**src/hw/asp_pkg.sv**
```systemverilog
// Constants, field layout and types for the asynchronous serial port.
// Assumes an AXI4-Lite master with 32-bit data and a 16x baud tick source.
package asp_pkg;
  localparam int          ASP_ADDR_W     = 4;
  localparam logic [3:0]  ASP_OFF_CTRL   = 4'h0;
  localparam logic [3:0]  ASP_OFF_DATA   = 4'h4;
  localparam logic [3:0]  ASP_OFF_STAT   = 4'h8;
  localparam logic [1:0]  ASP_RESP_OKAY  = 2'h0;
  localparam logic [1:0]  ASP_RESP_SLVERR = 2'h2;

  // Bit positions in serial_control_reg
  localparam int ASP_B_FMT9 = 7;
  localparam int ASP_B_IEN  = 6;
  localparam int ASP_B_MPF  = 5;
  localparam int ASP_B_REN  = 4;
  localparam int ASP_B_TB8  = 3;
  localparam int ASP_B_RB8  = 2;
  localparam int ASP_B_TI   = 1;
  localparam int ASP_B_RI   = 0;
  // Bit positions in the status register
  localparam int ASP_B_TXBUSY = 0;
  localparam int ASP_B_FULL   = 1;
  localparam int ASP_B_RXBUSY = 2;

  localparam logic [7:0] ASP_CTRL_RST = 8'h00;
  localparam logic [7:0] ASP_DATA_RST = 8'h00;

  // Baud tick is 16 times the bit rate
  localparam logic [3:0] ASP_TICK_LAST = 4'hf;
  localparam logic [3:0] ASP_TICK_HALF = 4'h7;
  localparam logic [2:0] ASP_BIT_LAST  = 3'h7;

  localparam int ASP_FIFO_W     = 8;
  localparam int ASP_FIFO_DEPTH = 2;

  typedef struct packed {
    logic fmt9;
    logic ien;
    logic mpf;
    logic ren;
    logic tb8;
  } asp_ctrl_t;

  typedef enum logic [2:0] {
    ASP_TX_IDLE, ASP_TX_START, ASP_TX_DATA, ASP_TX_NINTH, ASP_TX_STOP
  } asp_tx_state_t;

  typedef enum logic [2:0] {
    ASP_RX_IDLE, ASP_RX_START, ASP_RX_DATA, ASP_RX_NINTH, ASP_RX_STOP
  } asp_rx_state_t;
endpackage

```
**src/hw/asp_uart.sv**
```systemverilog
// Asynchronous serial port with 8-bit and 9-bit frame formats and an
// AXI4-Lite register slave. Assumes baud_tick pulses one cycle at 16x the
// bit rate and that rx_line is already synchronous to clock.
//
// Overview of operation
// Transmit and receive run independently and at the same time.
// One control bit selects 8-bit or 9-bit frames for both directions.
// An 8-bit frame is start, eight data bits LSB first, then stop.
// An accepted 8-bit frame stores its data and its stop bit as extra.
// Writing a byte to the data buffer starts sending that byte; here it waits in a two-entry buffer while the transmitter is busy.
// The transmit-done flag sets at the start of the stop bit.
// No frame is accepted until receive enable is set.
// 8-bit frames load only with done clear and, if filtering, stop high.
// A load stores data and extra bit and sets done; else nothing moves.
// On overrun the first byte stays in the buffer, the new one is lost.
// With interrupts enabled, either done flag raises the request.
// A 9-bit frame is start, eight data bits, a ninth bit, then stop.
// The sent ninth bit is the software-written transmit ninth bit.
// In 9-bit frames the ninth bit is stored and the stop bit ignored.
// 9-bit frames load with done clear and, if filtering, ninth bit high.
// Bit timing uses the baud tick; a start is a falling idle line.
// Done flags hold until cleared; the transmit line idles high.
//
// The register offsets and the AXI4-Lite interface to the registers are this design's own decisions.
`timescale 1ns/1ps
module asp_uart
  import asp_pkg::*;
(
  input  wire logic                  clock,
  input  wire logic                  rst_b,
  input  wire logic [ASP_ADDR_W-1:0] s_axi_awaddr,
  input  wire logic                  s_axi_awvalid,
  output logic                       s_axi_awready,
  input  wire logic [31:0]           s_axi_wdata,
  input  wire logic [3:0]            s_axi_wstrb,
  input  wire logic                  s_axi_wvalid,
  output logic                       s_axi_wready,
  output logic [1:0]                 s_axi_bresp,
  output logic                       s_axi_bvalid,
  input  wire logic                  s_axi_bready,
  input  wire logic [ASP_ADDR_W-1:0] s_axi_araddr,
  input  wire logic                  s_axi_arvalid,
  output logic                       s_axi_arready,
  output logic [31:0]                s_axi_rdata,
  output logic [1:0]                 s_axi_rresp,
  output logic                       s_axi_rvalid,
  input  wire logic                  s_axi_rready,
  input  wire logic                  baud_tick,
  input  wire logic                  rx_line,
  output logic                       tx_line,
  output logic                       irq
);

  asp_ctrl_t                 ctrl;
  logic                      tx_done_flag;
  logic                      rx_done_flag;
  logic                      rx_ninth_bit;
  logic [7:0]                serial_data_buffer;
  logic [ASP_ADDR_W-1:0]     aw_addr;
  logic                      aw_held;
  logic [7:0]                w_data;
  logic                      w_lane0;
  logic                      w_held;
  asp_tx_state_t             tx_state;
  logic [3:0]                tx_cnt;
  logic [2:0]                tx_bitn;
  logic [7:0]                tx_shift;
  logic                      tx_ninth;
  logic                      tx_fmt9;
  asp_rx_state_t             rx_state;
  logic [3:0]                rx_cnt;
  logic [2:0]                rx_bitn;
  logic [7:0]                rx_shift;
  logic                      rx_ninth_s;
  logic                      rx_fmt9;
  logic                      rx_prev;
  logic [ASP_FIFO_W-1:0]     fifo_mem [ASP_FIFO_DEPTH];
  logic                      fifo_wptr;
  logic                      fifo_rptr;
  logic [1:0]                fifo_count;

  // Register bus decode
  wire       wr_both   = aw_held && w_held && !s_axi_bvalid;
  wire       sel_ctrl  = (aw_addr == ASP_OFF_CTRL);
  wire       sel_data  = (aw_addr == ASP_OFF_DATA);
  wire       sel_stat  = (aw_addr == ASP_OFF_STAT);
  wire       fifo_full = (fifo_count == 2'(ASP_FIFO_DEPTH));
  // A data write waits in place while the buffer is full, so software is
  // stalled on the bus instead of losing a byte.
  wire       wr_stall  = sel_data && w_lane0 && fifo_full;
  wire       wr_do     = wr_both && !wr_stall;
  wire       ctrl_wr   = wr_do && sel_ctrl && w_lane0;
  wire       fifo_push = wr_do && sel_data && w_lane0;
  wire       wr_mapped = sel_ctrl || sel_data || sel_stat;
  wire       rd_take   = s_axi_arvalid && s_axi_arready;
  wire       rd_ctrl   = (s_axi_araddr == ASP_OFF_CTRL);
  wire       rd_data   = (s_axi_araddr == ASP_OFF_DATA);
  wire       rd_stat   = (s_axi_araddr == ASP_OFF_STAT);
  wire [7:0] ctrl_word = {ctrl.fmt9, ctrl.ien, ctrl.mpf, ctrl.ren,
                          ctrl.tb8, rx_ninth_bit, tx_done_flag,
                          rx_done_flag};
  wire [7:0] stat_word = {5'h00, (rx_state != ASP_RX_IDLE), fifo_full,
                          (tx_state != ASP_TX_IDLE)};
  wire [7:0] rd_byte   = rd_ctrl ? ctrl_word :
                         rd_data ? serial_data_buffer :
                         rd_stat ? stat_word : 8'h00;
  wire       rd_mapped = rd_ctrl || rd_data || rd_stat;

  assign s_axi_awready = !aw_held && !s_axi_bvalid;
  assign s_axi_wready  = !w_held && !s_axi_bvalid;
  assign s_axi_arready = !s_axi_rvalid;

  always_ff @(posedge clock or negedge rst_b) begin
    if (!rst_b) begin
      aw_held <= 1'b0;
      aw_addr <= '0;
    end else if (s_axi_awvalid && s_axi_awready) begin
      aw_held <= 1'b1;
      aw_addr <= s_axi_awaddr;
    end else if (wr_do) begin
      aw_held <= 1'b0;
    end
  end

  always_ff @(posedge clock or negedge rst_b) begin
    if (!rst_b) begin
      w_held  <= 1'b0;
      w_data  <= 8'h00;
      w_lane0 <= 1'b0;
    end else if (s_axi_wvalid && s_axi_wready) begin
      w_held  <= 1'b1;
      w_data  <= s_axi_wdata[7:0];
      w_lane0 <= s_axi_wstrb[0];
    end else if (wr_do) begin
      w_held  <= 1'b0;
    end
  end

  always_ff @(posedge clock or negedge rst_b) begin
    if (!rst_b) begin
      s_axi_bvalid <= 1'b0;
      s_axi_bresp  <= ASP_RESP_OKAY;
    end else if (wr_do) begin
      s_axi_bvalid <= 1'b1;
      s_axi_bresp  <= wr_mapped ? ASP_RESP_OKAY : ASP_RESP_SLVERR;
    end else if (s_axi_bready) begin
      s_axi_bvalid <= 1'b0;
    end
  end

  always_ff @(posedge clock or negedge rst_b) begin
    if (!rst_b) begin
      s_axi_rvalid <= 1'b0;
      s_axi_rdata  <= 32'h0000_0000;
      s_axi_rresp  <= ASP_RESP_OKAY;
    end else if (rd_take) begin
      s_axi_rvalid <= 1'b1;
      s_axi_rdata  <= {24'h00_0000, rd_byte};
      s_axi_rresp  <= rd_mapped ? ASP_RESP_OKAY : ASP_RESP_SLVERR;
    end else if (s_axi_rready) begin
      s_axi_rvalid <= 1'b0;
    end
  end

  // Control fields; hardware set wins over a software clear
  wire tx_done_set;
  wire rx_load;
  wire next_tx_done = tx_done_set || (ctrl_wr ? w_data[ASP_B_TI]
                                              : tx_done_flag);
  wire next_rx_done = rx_load || (ctrl_wr ? w_data[ASP_B_RI]
                                          : rx_done_flag);
  // Request follows the enable being written, so it never lags the flags
  wire next_ien     = ctrl_wr ? w_data[ASP_B_IEN] : ctrl.ien;

  always_ff @(posedge clock or negedge rst_b) begin
    if (!rst_b) begin
      ctrl         <= '0;
      tx_done_flag <= ASP_CTRL_RST[ASP_B_TI];
      rx_done_flag <= ASP_CTRL_RST[ASP_B_RI];
      irq          <= 1'b0;
    end else begin
      if (ctrl_wr)
        ctrl <= {w_data[ASP_B_FMT9], w_data[ASP_B_IEN], w_data[ASP_B_MPF],
                 w_data[ASP_B_REN], w_data[ASP_B_TB8]};
      tx_done_flag <= next_tx_done;
      rx_done_flag <= next_rx_done;
      irq          <= next_ien && (next_tx_done || next_rx_done);
    end
  end

  // Two-entry transmit buffer
  wire                  fifo_valid = (fifo_count != 2'h0);
  wire                  fifo_pop   = fifo_valid && (tx_state == ASP_TX_IDLE);
  wire [ASP_FIFO_W-1:0] fifo_head  = fifo_mem[fifo_rptr];

  for (genvar i = 0; i < ASP_FIFO_DEPTH; i++) begin : g_fifo
    always_ff @(posedge clock or negedge rst_b) begin
      if (!rst_b)
        fifo_mem[i] <= '0;
      else if (fifo_push && (fifo_wptr == 1'(i)))
        fifo_mem[i] <= w_data;
    end
  end

  always_ff @(posedge clock or negedge rst_b) begin
    if (!rst_b) begin
      fifo_wptr  <= 1'b0;
      fifo_rptr  <= 1'b0;
      fifo_count <= 2'h0;
    end else begin
      if (fifo_push)
        fifo_wptr <= !fifo_wptr;
      if (fifo_pop)
        fifo_rptr <= !fifo_rptr;
      fifo_count <= fifo_count + 2'(fifo_push) - 2'(fifo_pop);
    end
  end

  // Transmitter, independent of the receiver
  wire tx_bit_end = baud_tick && (tx_cnt == ASP_TICK_LAST);
  wire tx_last    = (tx_bitn == ASP_BIT_LAST);
  assign tx_done_set = tx_bit_end && ((tx_state == ASP_TX_DATA && tx_last &&
                       !tx_fmt9) || (tx_state == ASP_TX_NINTH));

  always_ff @(posedge clock or negedge rst_b) begin
    if (!rst_b) begin
      tx_state <= ASP_TX_IDLE;
      tx_cnt   <= 4'h0;
      tx_bitn  <= 3'h0;
      tx_shift <= 8'h00;
      tx_ninth <= 1'b0;
      tx_fmt9  <= 1'b0;
      tx_line  <= 1'b1;
    end else begin
      if (tx_state != ASP_TX_IDLE && baud_tick)
        tx_cnt <= tx_cnt + 4'h1;
      case (tx_state)
        ASP_TX_IDLE: begin
          tx_line <= 1'b1;
          tx_cnt  <= 4'h0;
          if (fifo_pop) begin
            tx_shift <= fifo_head;
            tx_ninth <= ctrl.tb8;
            tx_fmt9  <= ctrl.fmt9;
            tx_line  <= 1'b0;
            tx_state <= ASP_TX_START;
          end
        end
        ASP_TX_START: begin
          if (tx_bit_end) begin
            tx_line  <= tx_shift[0];
            tx_bitn  <= 3'h0;
            tx_state <= ASP_TX_DATA;
          end
        end
        ASP_TX_DATA: begin
          if (tx_bit_end) begin
            tx_shift <= {1'b0, tx_shift[7:1]};
            tx_bitn  <= tx_bitn + 3'h1;
            if (!tx_last) begin
              tx_line <= tx_shift[1];
            end else if (tx_fmt9) begin
              tx_line  <= tx_ninth;
              tx_state <= ASP_TX_NINTH;
            end else begin
              tx_line  <= 1'b1;
              tx_state <= ASP_TX_STOP;
            end
          end
        end
        ASP_TX_NINTH: begin
          if (tx_bit_end) begin
            tx_line  <= 1'b1;
            tx_state <= ASP_TX_STOP;
          end
        end
        default: begin
          if (tx_bit_end)
            tx_state <= ASP_TX_IDLE;
        end
      endcase
    end
  end

  // Receiver samples each bit near its middle
  wire rx_bit_end = baud_tick && (rx_cnt == ASP_TICK_LAST);
  wire rx_mid     = baud_tick && (rx_cnt == ASP_TICK_HALF);
  wire rx_fall    = rx_prev && !rx_line;
  wire rx_extra   = rx_fmt9 ? rx_ninth_s : rx_line;
  // Overrun drops the new frame while the done flag is still up
  assign rx_load = (rx_state == ASP_RX_STOP) && rx_bit_end &&
                   !rx_done_flag && (!ctrl.mpf || rx_extra);

  always_ff @(posedge clock or negedge rst_b) begin
    if (!rst_b) begin
      serial_data_buffer <= ASP_DATA_RST;
      rx_ninth_bit       <= ASP_CTRL_RST[ASP_B_RB8];
    end else if (rx_load) begin
      serial_data_buffer <= rx_shift;
      rx_ninth_bit       <= rx_extra;
    end
  end

  always_ff @(posedge clock or negedge rst_b) begin
    if (!rst_b) begin
      rx_state   <= ASP_RX_IDLE;
      rx_cnt     <= 4'h0;
      rx_bitn    <= 3'h0;
      rx_shift   <= 8'h00;
      rx_ninth_s <= 1'b0;
      rx_fmt9    <= 1'b0;
      rx_prev    <= 1'b1;
    end else begin
      rx_prev <= rx_line;
      if (rx_state != ASP_RX_IDLE && baud_tick)
        rx_cnt <= rx_cnt + 4'h1;
      case (rx_state)
        ASP_RX_IDLE: begin
          rx_cnt <= 4'h0;
          if (ctrl.ren && rx_fall) begin
            rx_fmt9  <= ctrl.fmt9;
            rx_state <= ASP_RX_START;
          end
        end
        ASP_RX_START: begin
          if (rx_mid) begin
            rx_cnt   <= 4'h0;
            rx_bitn  <= 3'h0;
            rx_state <= rx_line ? ASP_RX_IDLE : ASP_RX_DATA;
          end
        end
        ASP_RX_DATA: begin
          if (rx_bit_end) begin
            rx_shift <= {rx_line, rx_shift[7:1]};
            rx_bitn  <= rx_bitn + 3'h1;
            if (rx_bitn == ASP_BIT_LAST)
              rx_state <= rx_fmt9 ? ASP_RX_NINTH : ASP_RX_STOP;
          end
        end
        ASP_RX_NINTH: begin
          if (rx_bit_end) begin
            rx_ninth_s <= rx_line;
            rx_state   <= ASP_RX_STOP;
          end
        end
        default: begin
          if (rx_bit_end)
            rx_state <= ASP_RX_IDLE;
        end
      endcase
    end
  end
endmodule // asp_uart

```
**config.mk**
```make
export PLATFORM = sky130hd
export DESIGN_NAME = asp_uart
export DESIGN_NICKNAME = d
export VERILOG_FILES = /design/src/hw/asp_pkg.sv /design/src/hw/asp_uart.sv
export SDC_FILE = /design/constraint.sdc
export NUM_CORES = 1
export LEC_CHECK = 0
export BUFFER_PORTS_ARGS = -buffer_cell sky130_fd_sc_hd__buf_2
export CAP_MARGIN = 20
export CORE_ASPECT_RATIO = 1.1
export CORE_MARGIN = 4
export CORE_UTILIZATION = 50
export CTS_BUF_LIST = sky130_fd_sc_hd__clkbuf_8
export DETAILED_ROUTE_END_ITERATION = 10
export PLACE_DENSITY_LB_ADDON = 0.25
export SLEW_MARGIN = 30
export SYNTH_ARGS = -nofsm -noshare
export SYNTH_HDL_FRONTEND = slang
export SYNTH_SLANG_ARGS = --single-unit
export TNS_END_PERCENT = 50
```
**constraint.sdc**
```tcl
create_clock -name clock -period 1.84 [get_ports clock]
set_input_delay 0.184 -clock clock [delete_from_list [all_inputs] [get_ports clock]]
set_output_delay 0.184 -clock clock [all_outputs]
set_load 0.02 [all_outputs]
```
-- Yosys cells after proc, flatten, opt, wreduce, memory -nomap -nowiden
Cells that the tools add are included.
- output and inout port bits: 43
- logic and storage cells: 210
- input port bits: 53
- flip-flop bits (word level): 108
- reduce and logical (&&, ||, !) cells: 79
- equality and inequality tests: 27
- bitwise logic cells: 2
- multiplexer cells: 56
- order comparisons: 1
- $add $sub $neg: 6
- operators with widths (cell ; number):
    $mux W8 ; 7
    $mux W3 ; 18
    $logic_and A1 B1 Y1 ; 31
    $pmux W3 S4 ; 2
    $ne A2 B2 Y1 const B ; 10
    $reduce_bool A2 Y1 ; 10
    $mux W1 ; 17
    $eq A4 B4 Y1 const B ; 4
    $mux W4 ; 4
    $pmux W8 S2 ; 1
    $eq A3 B2 Y1 const B ; 4
    $eq A4 B3 Y1 const B ; 3
    $pmux W3 S2 ; 2
    $reduce_and A6 Y1 ; 2
    $logic_not A1 Y1 ; 11
    $eq A3 B3 Y1 const B ; 3
    $logic_or A1 B1 Y1 ; 9
    $reduce_and A3 Y1 ; 3
    $reduce_bool A3 Y1 ; 3
    $add A4 B1 Y4 const B ; 2
    $logic_not A4 Y1 ; 2
    $pmux W4 S2 ; 1
    $reduce_and A2 Y1 ; 4
    $add A3 B1 Y3 const B ; 2
    12 further kinds ; 16

-- Logic depth before layout (Yosys ltp)
Gate-level depths: netlist of run 1.
- depth after elaboration: 11
- gate-level depth with buffers: 9

-- Least setup slack after synthesis of run 1
OpenSTA, ideal clock, no wires.
- path kind: register to register
- start point: register s_axi_bvalid
- end point: register fifo_count[1]
- data required time: 1717 ps
- setup time: 123 ps
- period minus slack after synthesis: 1892 ps
- cell stages (with the launch flop): 9
- data arrival time: 1769 ps
- setup slack: -52 ps
- cells stage by stage: dfrtp_1 > and3b_1 > buf_2 > nand4_2 > ha_1 > inv_1 > ha_1 > xnor2_1 > xnor2_1
- word-level cells in the longest chain between the ends: 7
- RTL lines (element ; line ; RTL):
    start, declared ; asp_uart.sv:39 ; output logic s_axi_bvalid,
    start signal, assigned ; asp_uart.sv:141 ; s_axi_bvalid <= 1'b0;
    start signal, assigned ; asp_uart.sv:144 ; s_axi_bvalid <= 1'b1;
    start signal, assigned ; asp_uart.sv:147 ; s_axi_bvalid <= 1'b0;
    $logic_not A1 Y1 ; asp_uart.sv:83 ; wire wr_both = aw_held && w_held && !s_axi_bvalid;
    $logic_and A1 B1 Y1 ; asp_uart.sv:83 ;
    $logic_and A1 B1 Y1 ; asp_uart.sv:91 ; wire wr_do = wr_both && !wr_stall;
    $logic_and A1 B1 Y1 (2 in a row) ; asp_uart.sv:93 ; wire fifo_push = wr_do && sel_data && w_lane0;
    $add A2 B1 Y2 ; asp_uart.sv:215 ; fifo_count <= fifo_count + 2'(fifo_push) - 2'(fifo_pop);
    $sub A2 B1 Y2 ; asp_uart.sv:215 ;
    end signal, assigned ; asp_uart.sv:215 ;
    end, declared ; asp_uart.sv:80 ; logic [1:0] fifo_count;
No other way between the ends.
A chain may end at the register's enable or synchronous reset.

-- Final worst setup path of run 1
- start point: register aw_addr[1]
- end point: register fifo_count[1]
- word-level cells in the longest chain between the ends: 9
- RTL lines (element ; line ; RTL):
    start, declared ; asp_uart.sv:59 ; logic [ASP_ADDR_W-1:0] aw_addr;
    start signal, assigned ; asp_uart.sv:119 ; aw_addr <= s_axi_awaddr;
    $eq A4 B3 Y1 (*) ; asp_uart.sv:85 ; wire sel_data = (aw_addr == ASP_OFF_DATA);
    $logic_and A1 B1 Y1 (2 in a row) ; asp_uart.sv:90 ; wire wr_stall = sel_data && w_lane0 && fifo_full;
    $logic_not A1 Y1 ; asp_uart.sv:91 ;
    $logic_and A1 B1 Y1 ; asp_uart.sv:91 ;
    $logic_and A1 B1 Y1 (*) (2 in a row) ; asp_uart.sv:93 ;
    $add A2 B1 Y2 (*) ; asp_uart.sv:215 ;
    $sub A2 B1 Y2 (*) ; asp_uart.sv:215 ;
Mark *: on every way between the ends. The rest lies on a longest branch, timed or not.

==> results.sh, run 1 <==
export IMPL_cts_max_level=3
export IMPL_synth_ff_type="dfrtp_1"
export IMPL_ys_types=59
export IMPL_cts_sinks=106
export IMPL_synth_top_area_frac=0.518
export IMPL_worstSetupEndpointType="register"
export IMPL_insertedDiodeCount=0
export IMPL_crit_path_max_incr_delay_ns=0.44
export IMPL_syn_area_per_cell_um2=12.3
export IMPL_yosys_warnings=0
export IMPL_post_drt_via_cell_ratio=5.30
export IMPL_synth_top_family_by_area="multiplexers"
export IMPL_fmax_mhz=557
export IMPL_status="finished, final reports clean"
export IMPL_cts_tree="done"
export IMPL_path_clk_slew_ns=0.09
export IMPL_grt_usage=0.169
export IMPL_dieArea_um2=11700
export IMPL_tns_ns=0
export IMPL_nets=540
export IMPL_yosys_register_bits=106
export IMPL_synthXorXnorAreaFrac=0.0174
export IMPL_cp_slowest_cell="dfrtp_1"
export IMPL_finalCritPeriodShare=0.976
export IMPL_area_growth_pct=13.9
export IMPL_required_ns=2.09
export IMPL_synth_compound_area_frac=0.0816
export IMPL_slew_headroom=0.647
export IMPL_pre_cts_slack_ns=-0.0140
export IMPL_antenna_found_initial=0
export IMPL_grt_ovfl_total=0
export IMPL_power_mw=7.32
export IMPL_finalWirelength_um=9410
export IMPL_synth_most_common_cell="dfrtp_1"
export IMPL_critical_path_most_common_cell="ha_4"
export IMPL_power_leakage_nw=2.84
export IMPL_worstSetupPathType="reg2reg"
export IMPL_synth_edf_count=0
export IMPL_yosys_top_cells_count="104 x dfrtp_1, 61 x mux2_2, 32 x nand2_1"
export IMPL_grt_max_degree=44
export IMPL_min_period_ns=1.80
export IMPL_worst_pin_slew_ns=0.529
export IMPL_hp_class="in2reg"
export IMPL_drtPass1Iterations=6
export IMPL_hold_viol_final=0
export IMPL_die_h_um=113
export IMPL_synth_cells=410
export IMPL_path_cells="nor4b_4 -> nand4_4 -> ha_4 -> inv_2 -> ha_4 -> xnor2_2 -> xnor2_1"
export IMPL_placementRows=38
export IMPL_grt_pass1_wl_um=15900
export IMPL_clock_skew_ns=0.00953
export IMPL_maxCapViolations=0
export IMPL_clk_latency_ns=0.36
export IMPL_crit_arrival_ns=2.04
export IMPL_place_gp_congestion=0.778
export IMPL_postRouteAntennaNets=0
export IMPL_crit_path_start_kind="register"
export IMPL_grt_pass1_vias=3267
export IMPL_synth_area_um2=5030
export IMPL_synth_area_leader_cell="dfrtp_1"
export IMPL_cts_max_path_buffers=2
export IMPL_async_flop_share=1.00
export IMPL_drtIter0Drc=134
export IMPL_rsz0062_at_grt="true"
export IMPL_synth_fa_ha_area_frac=0.0199
export IMPL_cts_buffers=9
export IMPL_ys_seq_area_frac=0.528
export IMPL_powerDensity_nw_per_um2=1280
export IMPL_setup_viol=0
export IMPL_ys_top_cells_by_area="dfrtp_1 52%, mux2_2 14%, mux2i_1 4.8%, buf_4 4.2%, nand2_1 2.4%"
export IMPL_vdd_drop_max_mv=0.709
export IMPL_yosys_area_share_simple=0.0988
export IMPL_wire_per_inst_um=15.6
export IMPL_timing_final_ws_setup_ns=0.0448
export IMPL_cp_max_fo=3
export IMPL_port_buffers=42
export IMPL_core_area_um2=9840
export IMPL_initial_utilization=0.511
export IMPL_dpl_hpwl_um=6800
export IMPL_root_buffer="clkbuf_8"
export IMPL_die_x_um=104
export IMPL_routed_via_count=3204
export IMPL_drv_slew=0
export IMPL_pin_count=96
export IMPL_post_route_drc_count=0
export IMPL_synthMuxAreaShare=0.187
export IMPL_final_layout_size_suffix_gt1_frac=0.353
==> cell usage in the layout (no fill, tap or decap), types with 9 or more instances in the layout <==
master and instances:
dfrtp_1 103, mux2_2 60, buf_2 41, nand2_1 32, buf_4 27, conb_1 26, mux2i_1 23, nor2_1 16
inv_1 14, o21ai_0 14, clkbuf_8 9
==> metal layers <==
| metal | routed length [um] | GRT usage |
|---|---|---|
| met1 | 4260 | 0.225 |
| met5 | 0 | 0 |
| met3 | 277 | 0.0342 |
| met2 | 4730 | 0.281 |
| met4 | 141 | 0.0559 |
==> final timing paths <==
path | startpoint | endpoint | slack [ns] | depth (start not counted)
max in group asynchronous | rst_b | rx_shift[6]$_DFFE_PN0P_ | 0.91 | 3
min | s_axi_wdata[2] | w_data[2]$_DFFE_PN0P_ | 0.05 | 2
max reg2reg | aw_addr[1]$_DFFE_PN0P_ | fifo_count[1]$_DFF_PN0_ | 0.04 | 7
max | aw_addr[1]$_DFFE_PN0P_ | fifo_count[1]$_DFF_PN0_ | 0.04 | 7
min reg2reg | fifo_count[1]$_DFF_PN0_ | fifo_count[1]$_DFF_PN0_ | 0.48 | 1
min in group asynchronous | rst_b | aw_addr[3]$_DFFE_PN0P_ | 0.32 | 2
==> logic make-up (layout without fill, tap and decap cells) <==
kind of cell / after synthesis / in the layout
DFF: 106 / 106
and+or+nand+nor: 87 / 87
muxes: 86 / 86
AOI/OAI and AO/OA: 57 / 57
buffers and inverters: 55 / 104
xor gates and xnor gates: 10 / 10
adders and majority gates: 8 / 8
other: 1 / 26
==> flip-flops by register name, summed over array words and instances, names as in the netlist, 4 cells and up <==
| register | flops |
|---|---|
| rx_cnt | 4 |
| aw_addr | 4 |
| tx_shift | 8 |
| s_axi_rdata | 8 |
| w_data | 8 |
| ctrl | 5 |
| serial_data_buffer | 8 |
| fifo_mem | 16 |
| rx_shift | 8 |
| tx_cnt | 4 |
==> metrics by stage <==
| step | cell area (um2) | hold slack, ns | utilization | instances |
|---|---|---|---|---|
| after floorplan | 5130 | -0.112 | - | 435 |
| after global placement | 5410 | 0.174 | 0.550 | 578 |
| after detailed placement | 5410 | 0.181 | 0.550 | 578 |
| after CTS | 5630 | 0.0285 | 0.572 | 600 |
| after global routing | 5720 | 0.0331 | 0.582 | 604 |
| final | 5720 | 0.0473 | 0.582 | 604 |
==> final cells by class <==
cell class / instances / area (um2)
Sequential cell: 106 / 2660
Timing Repair Buffer: 76 / 519
Tap cell: 120 / 150
Clock inverter: 7 / 33.8
Multi-Input combinational cell: 274 / 2200
Fill cell: 828 / 4120
Inverter: 12 / 45.0
Clock buffer: 9 / 124
==> report_power, final <==
part | internal (mW) | switching [mW]
sequential | 2.98 | 0.635
combinational | 1.29 | 1.20
clock | 0.472 | 0.747
==> worst max-delay path, delay by kind of cell, from the launching register on <==
kind                     cells  cell delay, ns
buffers and inverters        1            0.04
flip-flops                   1            0.44
adder cells (fa/ha/maj)      2            0.44
AND/OR/NAND/NOR              2            0.51
XOR/XNOR                     2            0.25
==> repair_timing <==
| item | CTS | global route |
|---|---|---|
| setup endpoints to repair | 1 | 26 |
| pin swaps | 2 | 7 |
| gates resized for setup | 0 | 11 |
| hold endpoints to repair | 32 | 0 |
| hold buffers | 4 | 0 |
| setup buffers | 2 | 4 |
(Power assumes the default switching activity.)
==> run 2: changes to the inputs <==
Settings changed: CORE_UTILIZATION 50 to 39.
==> run 2 against run 1 <==
Effect of this change:
- global-route usage fell by 3.2 points
- critical path type unchanged
- routed wire length rose by 0.23%
- non-clock buffer count fell by 1
- largest power group unchanged
- combinational power rose by 2%
==> results.sh, run 2 (same netlist as run 1, synthesis figures left out) <==
export IMPL_status="finished, final reports clean"
export IMPL_port_buffers=42
export IMPL_final_cell_mix="103 x dfrtp_1, 53 x mux2_2, 41 x buf_2"
export IMPL_nets=539
export IMPL_largest_reg_flops=16
export IMPL_fin_util=0.464
export IMPL_root_buffer="clkbuf_8"
export IMPL_finalCritPeriodShare=0.983
export IMPL_die_h_um=127
export IMPL_cp_max_fo=3
export IMPL_dpl_hpwl_um=6900
export IMPL_path_clk_slew_ns=0.11
export IMPL_postRouteAntennaNets=0
export IMPL_cts_max_path_buffers=2
export IMPL_final_cell_count_no_fill=640
export IMPL_rsz0062_at_grt="true"
export IMPL_place_gp_congestion=0.820
export IMPL_cp_slowest_cell="dfrtp_1"
export IMPL_power_leakage_nw=2.88
export IMPL_post_route_drc_count=0
export IMPL_n_fill_cell=1153
export IMPL_worstSetupEndpointType="register"
export IMPL_insertedDiodeCount=0
export IMPL_largest_register="fifo_mem"
export IMPL_worstSetupPathType="reg2reg"
export IMPL_worst_pin_slew_ns=0.501
export IMPL_drtPass1Iterations=4
export IMPL_seqCellArea_um2=2660
export IMPL_powerDensity_nw_per_um2=1310
export IMPL_hp_class="in2reg"
export IMPL_grt_pass1_wl_um=16100
export IMPL_crit_arrival_ns=2.11
export IMPL_hold_viol_final=0
export IMPL_grt_usage=0.138
export IMPL_finalWirelength_um=9430
export IMPL_wire_per_inst_um=14.7
export IMPL_multi_input_area_um2=2230
export IMPL_core_area_um2=12600
export IMPL_initial_utilization=0.398
export IMPL_setup_viol=0
export IMPL_clk_latency_ns=0.37
export IMPL_path_cells="nor4b_4 -> nand4_4 -> ha_4 -> inv_2 -> ha_4 -> xnor2_2 -> xnor2_1"
export IMPL_die_x_um=116
export IMPL_drv_slew=0
export IMPL_antenna_found_initial=0
export IMPL_crit_path_max_incr_delay_ns=0.43
export IMPL_grt_max_degree=56
export IMPL_grt_ovfl_total=0
export IMPL_pin_count=96
export IMPL_min_period_ns=1.81
export IMPL_routed_via_count=3156
export IMPL_crit_buf_inv=1
export IMPL_cts_sinks=106
export IMPL_grt_pass1_vias=3247
export IMPL_layout_commonest_cell="dfrtp_1"
export IMPL_drtIter0Drc=120
export IMPL_maxCapViolations=0
export IMPL_area_growth_pct=16.6
export IMPL_required_ns=2.14
export IMPL_dieArea_um2=14800
export IMPL_slew_headroom=0.666
export IMPL_cts_tree="done"
export IMPL_cts_buffers=9
export IMPL_post_drt_via_cell_ratio=4.93
export IMPL_placementRows=43
export IMPL_crit_path_start_kind="register"
export IMPL_fmax_mhz=553
export IMPL_cts_max_level=3
export IMPL_dp_cells=617
export IMPL_final_layout_size_suffix_gt1_frac=0.360
export IMPL_vdd_drop_max_mv=0.960
export IMPL_crit_family="simple AND/OR/NAND/NOR gates"
export IMPL_clock_skew_ns=0.00959
export IMPL_critical_path_most_common_cell="ha_4"
## run 2: changes by cell type in the layout (fill, tap and decap cells not counted), sizes merged
cell,delta
clkinvlp,+1
clkinv,-2
inv,-1
buf,-1
bufinv,+1
clkbuf,+1
## run 2: cell type report
type                       instances  area share
clock buffer                      10      0.0235
clock inverter                     6      0.0141
inverter                          12     0.00768
multi-input combinational        274       0.380
sequential                       106       0.453
tap                              157      0.0335
timing repair buffer              75      0.0879
## run 2: final timing paths
kind | to | slack, ns | cells past startpoint | start
setup / recovery | fifo_count[1]$_DFF_PN0_ | 0.03 | 7 | aw_addr[3]$_DFFE_PN0P_
hold / removal | w_data[5]$_DFFE_PN0P_ | 0.03 | 2 | s_axi_wdata[5]
setup reg to reg | fifo_count[1]$_DFF_PN0_ | 0.03 | 7 | aw_addr[3]$_DFFE_PN0P_
hold reg to reg | s_axi_rdata[7]$_DFFE_PN0P_ | 0.49 | 2 | s_axi_rdata[7]$_DFFE_PN0P_
max in group asynchronous | rx_prev$_DFF_PN1_ | 0.87 | 3 | rst_b
min in group asynchronous | s_axi_rdata[7]$_DFFE_PN0P_ | 0.24 | 2 | rst_b
## run 2: per-layer routing
layer,up-vias,GRT usage,part of all wire
met2,75,0.209,0.46
met1,1527,0.191,0.48
met4,0,0.0437,0.016
li1,1543,-,-
met3,11,0.0379,0.042
met5,-,0,0
## run 2: stage by stage
step | area, um2 | hold WS (ns) | TNS, ns | setup WS (ns) | power, mW
finish | 5860 | 0.0343 | 0 | 0.0305 | 7.67
global route | 5860 | 0.0123 | -0.123 | -0.0547 | 8.24
CTS | 5730 | 0.0134 | 0 | 0.00730 | 7.59
detailed placement | 5470 | 0.103 | 0 | 0.0340 | 6.02
global placement | 5470 | 0.0967 | 0 | 0.00914 | 5.93
floorplan | 5130 | -0.112 | 0 | 0.00540 | 5.23
## run 2: worst register-to-register path, delay by kind of cell, from the launching register on
kind	cells	cell delay, ns
flip-flops	1	0.43
AND/OR/NAND/NOR	2	0.52
XOR/XNOR	2	0.30
adder cells (fa/ha/maj)	2	0.45
buffers and inverters	1	0.04
## run 2: where the power goes
| part | switching [mW] | total (mW) | internal, mW |
|---|---|---|---|
| registers | 0.625 | 3.60 | 2.98 |
| clock network | 0.842 | 1.54 | 0.697 |
| logic | 1.20 | 2.53 | 1.33 |
| total | 2.67 | 7.67 | 5.01 |
## run 2: what timing repair did
item,in CTS,in global routing
setup buffers,0,3
gates resized for setup,0,20
endpoints found under the setup margin,0,28
endpoints found under the hold margin,24,0
hold buffers,4,0
